<file path="config.mk">
export PLATFORM = sky130hd
export DESIGN_NAME = smtp_trigger_port
export DESIGN_NICKNAME = d
export VERILOG_FILES = /design/src/logic/smtp_pkg.sv /design/src/logic/smtp_strobe_if.sv /design/src/logic/smtp_debounce.sv /design/src/logic/smtp_trigger_port.sv
export SDC_FILE = /design/constraint.sdc
export NUM_CORES = 1
export LEC_CHECK = 0
export BUFFER_PORTS_ARGS = -buffer_cell sky130_fd_sc_hd__buf_2
export CAP_MARGIN = 20
export CELL_PAD_IN_SITES_DETAIL_PLACEMENT = 1
export CELL_PAD_IN_SITES_GLOBAL_PLACEMENT = 1
export CORE_ASPECT_RATIO = 1.25
export CORE_MARGIN = 5
export CORE_UTILIZATION = 47
export CTS_BUF_LIST = sky130_fd_sc_hd__clkbuf_8
export CTS_CLUSTER_DIAMETER = 100
export CTS_CLUSTER_SIZE = 14
export DETAILED_ROUTE_END_ITERATION = 7
export PLACE_DENSITY_LB_ADDON = 0.15
export SLEW_MARGIN = 20
export SYNTH_ARGS = -nofsm -noshare
export SYNTH_HDL_FRONTEND = slang
export SYNTH_HIERARCHICAL = 1
export SYNTH_SLANG_ARGS = --single-unit
</file>
<file path="constraint.sdc">
create_clock -name CLK -period 1.8 [get_ports CLK]
set_input_delay 0.09 -clock CLK [delete_from_list [all_inputs] [get_ports CLK]]
set_output_delay 0.09 -clock CLK [all_outputs]
set_load 0.01 [all_outputs]
</file>
<file path="src/logic/smtp_pkg.sv">
package smtp_pkg;
    localparam int        CODE_W          = 8;
    localparam int        CLK_MHZ         = 200;
    // strobe must hold steady this long before it is believed
    localparam int        DEBOUNCE_US     = 1;
    localparam int        DEBOUNCE_CYC    = DEBOUNCE_US * CLK_MHZ;
    localparam int        DB_CNT_W        = 8;
    // playback length per message stands in for the speech rom walk
    localparam int        PLAY_US         = 10;
    localparam int        PLAY_CYC        = PLAY_US * CLK_MHZ;
    localparam int        PLAY_CNT_W      = 12;
    localparam logic [7:0] CODE_RST       = 8'h00;
    localparam logic [11:0] PLAY_LEN      = 12'(PLAY_CYC);
    localparam logic [7:0]  DB_LEN        = 8'(DEBOUNCE_CYC);
endpackage : smtp_pkg

</file>
<file path="src/logic/smtp_strobe_if.sv">
`timescale 1ns/100ps
`default_nettype none
interface smtp_strobe_if;
    logic raw;
    logic rise;
    modport filt (input raw, output rise);
    modport core (output raw, input rise);
endinterface : smtp_strobe_if
`default_nettype wire

</file>
<file path="src/logic/smtp_debounce.sv">
`timescale 1ns/100ps
`default_nettype none
module smtp_debounce (
    // clock and reset
    input  wire logic      clk,
    input  wire logic      rst,
    // strobe path
    smtp_strobe_if.filt    sif
);
    typedef struct packed {
        logic                          stable;
        logic [smtp_pkg::DB_CNT_W-1:0] cnt;
        logic                          rise;
    } smtp_db_t;

    smtp_db_t st_reg;
    smtp_db_t st_next;

    always_comb begin
        st_next      = st_reg;
        st_next.rise = 1'b0;
        if (sif.raw == st_reg.stable) begin
            st_next.cnt = '0;
        end else if (st_reg.cnt == smtp_pkg::DB_LEN - 8'h01) begin
            st_next.cnt    = '0;
            st_next.stable = sif.raw;
            st_next.rise   = sif.raw;
        end else begin
            st_next.cnt = st_reg.cnt + 8'h01;
        end
    end

    always_ff @(posedge clk) begin
        if (rst) begin
            // idle high, matching the recommended pull-up
            st_reg <= '{stable: 1'b1, cnt: '0, rise: 1'b0};
        end else begin
            st_reg <= st_next;
        end
    end

    assign sif.rise = st_reg.rise;
endmodule : smtp_debounce
`default_nettype wire

</file>
<file path="src/logic/smtp_trigger_port.sv">
`timescale 1ns/100ps
`default_nettype none
// Function
// - ignore strobe and select unless chip selected
// - accept 8-bit message code
// - latch code on strobe rise, start speaking
// - debounce the write strobe internally
// - return idle after message ends unaided
// - raise completion interrupt at message end
// - interrupt is driven high on completion
// - new write aborts current, starts new message
module smtp_trigger_port (
    // clock and reset
    input  wire logic       CLK,
    input  wire logic       RST,
    // host pins
    input  wire logic       CHIP_SELECT_N,
    input  wire logic       WRITE_STROBE_N,
    input  wire logic [7:0] MESSAGE_SELECT_LINES,
    // status
    output logic            COMPLETION_INTERRUPT,
    output logic            SPEAKING,
    output logic [7:0]      MESSAGE_CODE,
    output logic            MESSAGE_START
);
    // playback states, one-hot
    typedef enum logic [1:0] {
        ST_IDLE  = 2'h1,
        ST_SPEAK = 2'h2
    } smtp_state_t;

    // every flop of the port outside the debounce filter sits in this one record
    typedef struct packed {
        // pin synchronisers
        logic [1:0]                      cs_sync;
        logic [1:0]                      wr_sync;
        logic [smtp_pkg::CODE_W-1:0]     sel_meta;
        logic [smtp_pkg::CODE_W-1:0]     sel_hold;
        // message state
        smtp_state_t                     state;
        logic [smtp_pkg::CODE_W-1:0]     code;
        logic [smtp_pkg::PLAY_CNT_W-1:0] play_cnt;
        // status
        logic                            completion_interrupt;
        logic                            start;
    } smtp_core_t;

    // pins come out of reset as idle high so neither chip select nor strobe
    // shows a false edge in the first cycles after release
    localparam smtp_core_t CORE_RST = '{
        cs_sync:  2'h3,
        wr_sync:  2'h3,
        sel_meta: 8'h00,
        sel_hold: 8'h00,
        state:    ST_IDLE,
        code:     smtp_pkg::CODE_RST,
        play_cnt: 12'h000,
        completion_interrupt:     1'b0,
        start:    1'b0
    };

    // latency from a strobe rise on the pin to the start pulse:
    //   two flops of synchroniser, then the filter needs the high level steady
    //   for the full debounce count, then one flop for the start pulse.
    // the select lines pass the same two flops, so the host must keep the code
    // standing until the start pulse is out; a code that changes while the
    // filter counts is taken as it stands at the moment the filter fires.
    // a write that lands on the very cycle a message ends wins: the new message
    // starts and the interrupt for the old one never shows, which is what an
    // abort would have done a cycle earlier anyway.

    // one step of a two-flop pin synchroniser: the pin enters the first
    // stage, the first stage moves to the second; only the second is read
    function automatic logic [1:0] sync_step(input logic [1:0] stages, input logic pin);
        logic [1:0] moved;
        moved = {stages[0], pin};
        return moved;
    endfunction : sync_step

    // true on the last count of a message
    function automatic logic play_last(input logic [smtp_pkg::PLAY_CNT_W-1:0] cnt);
        logic hit;
        hit = (cnt == (smtp_pkg::PLAY_LEN - 12'h001));
        return hit;
    endfunction : play_last

    // decoded both for the status pin and for the end-of-message test
    function automatic logic is_speaking(input smtp_state_t s);
        logic busy;
        busy = (s == ST_SPEAK);
        return busy;
    endfunction : is_speaking

    smtp_core_t    st_reg;
    smtp_core_t    st_next;
    smtp_strobe_if sif ();

    logic                        cs_ok;
    logic                        accept;
    logic                        msg_done;
    logic [smtp_pkg::CODE_W-1:0] sel_now;
    logic [smtp_pkg::CODE_W-1:0] sel_meta_d;
    logic [smtp_pkg::CODE_W-1:0] sel_hold_d;

    // each select line has its own two-flop chain; bits need not settle in the
    // same cycle, which is why the code must stand before the strobe
    for (genvar i = 0; i < smtp_pkg::CODE_W; i++) begin : g_sel_sync
        assign sel_meta_d[i] = MESSAGE_SELECT_LINES[i];
        assign sel_hold_d[i] = st_reg.sel_meta[i];
    end

    assign cs_ok    = ~st_reg.cs_sync[1];
    assign sel_now  = st_reg.sel_hold;
    // deselect looks like idle-high, so the filter can never count a strobe
    // that arrived while the port was not selected
    assign sif.raw  = cs_ok ? st_reg.wr_sync[1] : 1'b1;
    assign accept   = sif.rise && cs_ok;
    assign msg_done = is_speaking(st_reg.state) && play_last(st_reg.play_cnt);

    smtp_debounce u_debounce (
        .clk (CLK),
        .rst (RST),
        .sif (sif)
    );

    always_comb begin
        st_next = st_reg;

        // pin synchronisers advance every cycle
        st_next.cs_sync  = sync_step(st_reg.cs_sync, CHIP_SELECT_N);
        st_next.wr_sync  = sync_step(st_reg.wr_sync, WRITE_STROBE_N);
        st_next.sel_meta = sel_meta_d;
        st_next.sel_hold = sel_hold_d;

        // start is a one-cycle pulse
        st_next.start = 1'b0;

        // a filtered rise wins over any playback in progress, also over its end
        if (accept) begin
            st_next.code     = sel_now;
            st_next.state    = ST_SPEAK;
            st_next.play_cnt = '0;
            st_next.completion_interrupt     = 1'b0;
            st_next.start    = 1'b1;
        end else begin
            unique case (st_reg.state)
                ST_IDLE: begin
                    st_next.play_cnt = '0;
                end
                ST_SPEAK: begin
                    if (msg_done) begin
                        st_next.state    = ST_IDLE;
                        st_next.play_cnt = '0;
                        st_next.completion_interrupt     = 1'b1;
                    end else begin
                        st_next.play_cnt = st_reg.play_cnt + 12'h001;
                    end
                end
                default: begin
                    // a broken one-hot code falls back to idle without an interrupt
                    st_next.state    = ST_IDLE;
                    st_next.play_cnt = '0;
                end
            endcase
        end
    end

    always_ff @(posedge CLK) begin
        if (RST) begin
            st_reg <= CORE_RST;
        end else begin
            st_reg <= st_next;
        end
    end

    assign COMPLETION_INTERRUPT = st_reg.completion_interrupt;
    assign SPEAKING             = is_speaking(st_reg.state);
    assign MESSAGE_CODE         = st_reg.code;
    assign MESSAGE_START        = st_reg.start;
endmodule : smtp_trigger_port
`default_nettype wire

</file>
==> results.cfg <==
[status]
outcome = completed

[synthesis]
synthCells = 186
syn_nets = 200
yosysWarnings = 6
yosysSeqAreaShare_pct = 54.4
synth_cell_types = 38
synthFlopType = dfxtp_1
yosysTopAreaCell = dfxtp_1
synth-edff-count = 0
avgSynthCellArea_um2 = 10.7
yosys.area.top_type_share_pct = 54.4
syn_area_um2 = 1990
synth_seq_cells = 54
synthArstFlopShare_pct = 0
synthTopCellsByArea = dfxtp_1, nor2b_1, a22o_1

[hold_path]
hold_class = input port to flop

[finish]
num-fill-cells = 467
utilization_pct = 56.4
largest_reg_flops = 16
drive_above_1_share_pct = 22.2
diodes = 0
final_cells = 272
synthToLayoutAreaGrowth_pct = 16.4
fin_nets = 229

[power_and_ir_drop]
p_clk_share_pct = 35.8
p_seq_share_pct = 61.3
swShare_pct = 21.3
switchingPower_mw = 0.424
ir_drop_mv = 0.630
intPower_mw = 1.57
comb_power_share_pct = 2.9
p_leak_nw = 0.875
p_per_area_nw_per_um2 = 861

[grt]
grt_start_max_net_pins = 18
antenna_found_initial = 0
grt_pass1_wl_um = 7360
grt_overflow = 0
grt_use_total_pct = 17.7
grt_pass1_vias = 1556

[sta]
max_freq_mhz = 600
setup_viol = 0
period_share_pct = 92.7
setup_tns_ns = 0
fin_skew_ns = 0.00569
slew_viol_final = 0
tightest_slew_ns = 0.661
maxSlewHeadroom_pct = 55.8
rsz0062_at_grt = false
fin_crit_ns = 1.67
hold_viol_final = 0

[worst_setup_path]
critPathBufInv = 0
worst-setup-path-type = flop to flop
worstSetupEndpointType = flop
crit_arrival_ns = 1.91
crit_start = st_reg[3]
rrSetupSlack_ns = 0.13
cp.required_ns = 2.04
worstSetupEndpoint = st_reg[12]
rr_startpoint = st_reg[3]
reg2reg_depth = 4
crit_family = simple AND/OR/NAND/NOR gates
critPathMaxStageDelay_ns = 0.54
critPathSlowestCell = or4_1
timing.rr.end = st_reg[12]
worstPathCellList = ha_1 > nand4_4 > or4_1 > a211oi_2
path_depth = 4
path_max_fanout = 6
cp-start-kind = flop

[die]
num_io_pins = 23
initial_core_util_pct = 48.4
core_area_um2 = 4100
die_h_um = 82.7
die_w_um = 68.1
rows = 26
dieArea_um2 = 5630

[clock_tree]
clock_path_buffers = 2
clock-sinks = 54
postCtsSetupRepairBufs = 0
clk_pin_slew_ns = 0.10
cts_root_buffer = clkbuf_8
clk_latency_ns = 0.31
htreeDepth = 2
cts_tree = built
cts_inserted_buffers = 5

[routing]
dr.pass1.iters = 4
vias = 1461
antenna_left = 0
dr.first_iter.drc_count = 71
wire_per_inst_um = 15.5
wl_um = 4220
vias_per_cell = 5.37
drcViolationCount = 0

[placed_design]
port_buffers = 22
dp.cells = 255
gp_congestion = 0.754
hpwl_um = 3090

[job]
maxCapViolCount = 0
worst reg2reg max path, stage by stage (launching register included):
cell      delay, ns
dfxtp_1        0.39
ha_1           0.27
nand4_4        0.16
or4_1          0.54
a211oi_2       0.24
layout by cell type (no fill, tap or decap), drive strengths merged, types with 6 or more instances in the layout:
| cell type | Yosys | routed |
|---|---|---|
| buf | 9 | 26 |
| nand3 | 8 | 8 |
| inv | 5 | 6 |
| nor2b | 17 | 17 |
| clkbuf | 4 | 6 |
| a211oi | 8 | 8 |
| a22o | 8 | 8 |
| nor3 | 8 | 8 |
| dfxtp | 54 | 54 |
| nor2 | 7 | 7 |
| dlygate4sd3 | 0 | 9 |
synth_stat cells (2+ instances only):
master / number
a211oi_1: 5
a211oi_2: 3
a22o_1: 8
buf_4: 9
clkbuf_1: 4
dfxtp_1: 54
ha_1: 2
inv_1: 5
nand2_1: 5
nand2b_1: 3
nand3_1: 8
nand4_2: 2
nor2_1: 7
nor2b_1: 17
nor3_1: 6
nor3b_1: 2
o21ai_0: 5
o31ai_1: 4
or2_2: 5
or3_1: 5
or4_1: 5
xnor2_1: 3
xor2_1: 4
layer usage:
metal	vias to the layer above	GRT usage, %	wire [µm]
met3	8	4.06	126
li1	713	-	-
met4	0	6.76	90
met1	718	18.0	1600
met5	-	0	0
met2	22	33.9	2400
repair_timing:
action | 4_1_cts | 5_1_grt
hold buffers | 9 | 0
resized for setup | 0 | 2
endpoints found under the hold margin | 9 | 0
setup endpoints to repair | 0 | 2
through the flow:
stage / setup slack, ns / hold WS [ns] / power [mW] / instance area (µm²)
floorplan: 0.275 / 0.162 / 1.27 / 1990
finish: 0.132 / 0.00743 / 1.99 / 2310
global route: 0.0351 / 0.000798 / 2.08 / 2310
CTS: 0.0795 / 0.000883 / 2.02 / 2300
detailed placement: 0.100 / 0.279 / 1.29 / 2110
global placement: 0.242 / 0.275 / 1.29 / 2110
how the worst min path moves through the flow:
stage	start	end	slack, ns	cells past startpoint
2_1_floorplan	RST	sel_hold_d[3]	0.16	1
3_3_place_gp	CHIP_SELECT_N	st_next[43]	0.28	2
3_5_place_dp	WRITE_STROBE_N	st_next[41]	0.28	2
4_1_cts	MESSAGE_SELECT_LINES[4]	sel_hold_d[4]	0.0009	2
5_1_grt	MESSAGE_SELECT_LINES[4]	sel_hold_d[4]	0.0008	2
6_report	MESSAGE_SELECT_LINES[4]	sel_hold_d[4]	0.007	2
final cells by class:
cell class | instances | area, µm² | share of cell area, %
Clock inverter | 2 | 16.3 | 0.703
Sequential cell | 54 | 1080 | 46.8
Timing Repair Buffer | 35 | 230 | 9.96
Clock buffer | 6 | 82.6 | 3.57
Tap cell | 56 | 70.1 | 3.03
Multi-Input combinational cell | 114 | 812 | 35.1
Inverter | 5 | 18.8 | 0.812
cell families (layout without fill, tap and decap cells):
logic type	after synthesis	after routing	synth area share (%)
flops	54	54	54.4
fa+ha+maj	2	2	1.26
mux	1	1	0.504
xor+xnor	7	7	3.09
simple gates	73	73	23.2
buf+inv	18	48	5.10
compound gates	31	31	12.4
power by group through the flow:
stage / registers [mW] / clock network [mW] / logic [mW]
3_3_place_gp: 1.25 / 0 / 0.0398
5_1_grt: 1.22 / 0.790 / 0.0647
2_1_floorplan: 1.25 / 0 / 0.0233
3_5_place_dp: 1.25 / 0 / 0.0423
6_report: 1.22 / 0.713 / 0.0581
4_1_cts: 1.22 / 0.741 / 0.0578
(Power assumes the default switching activity.)
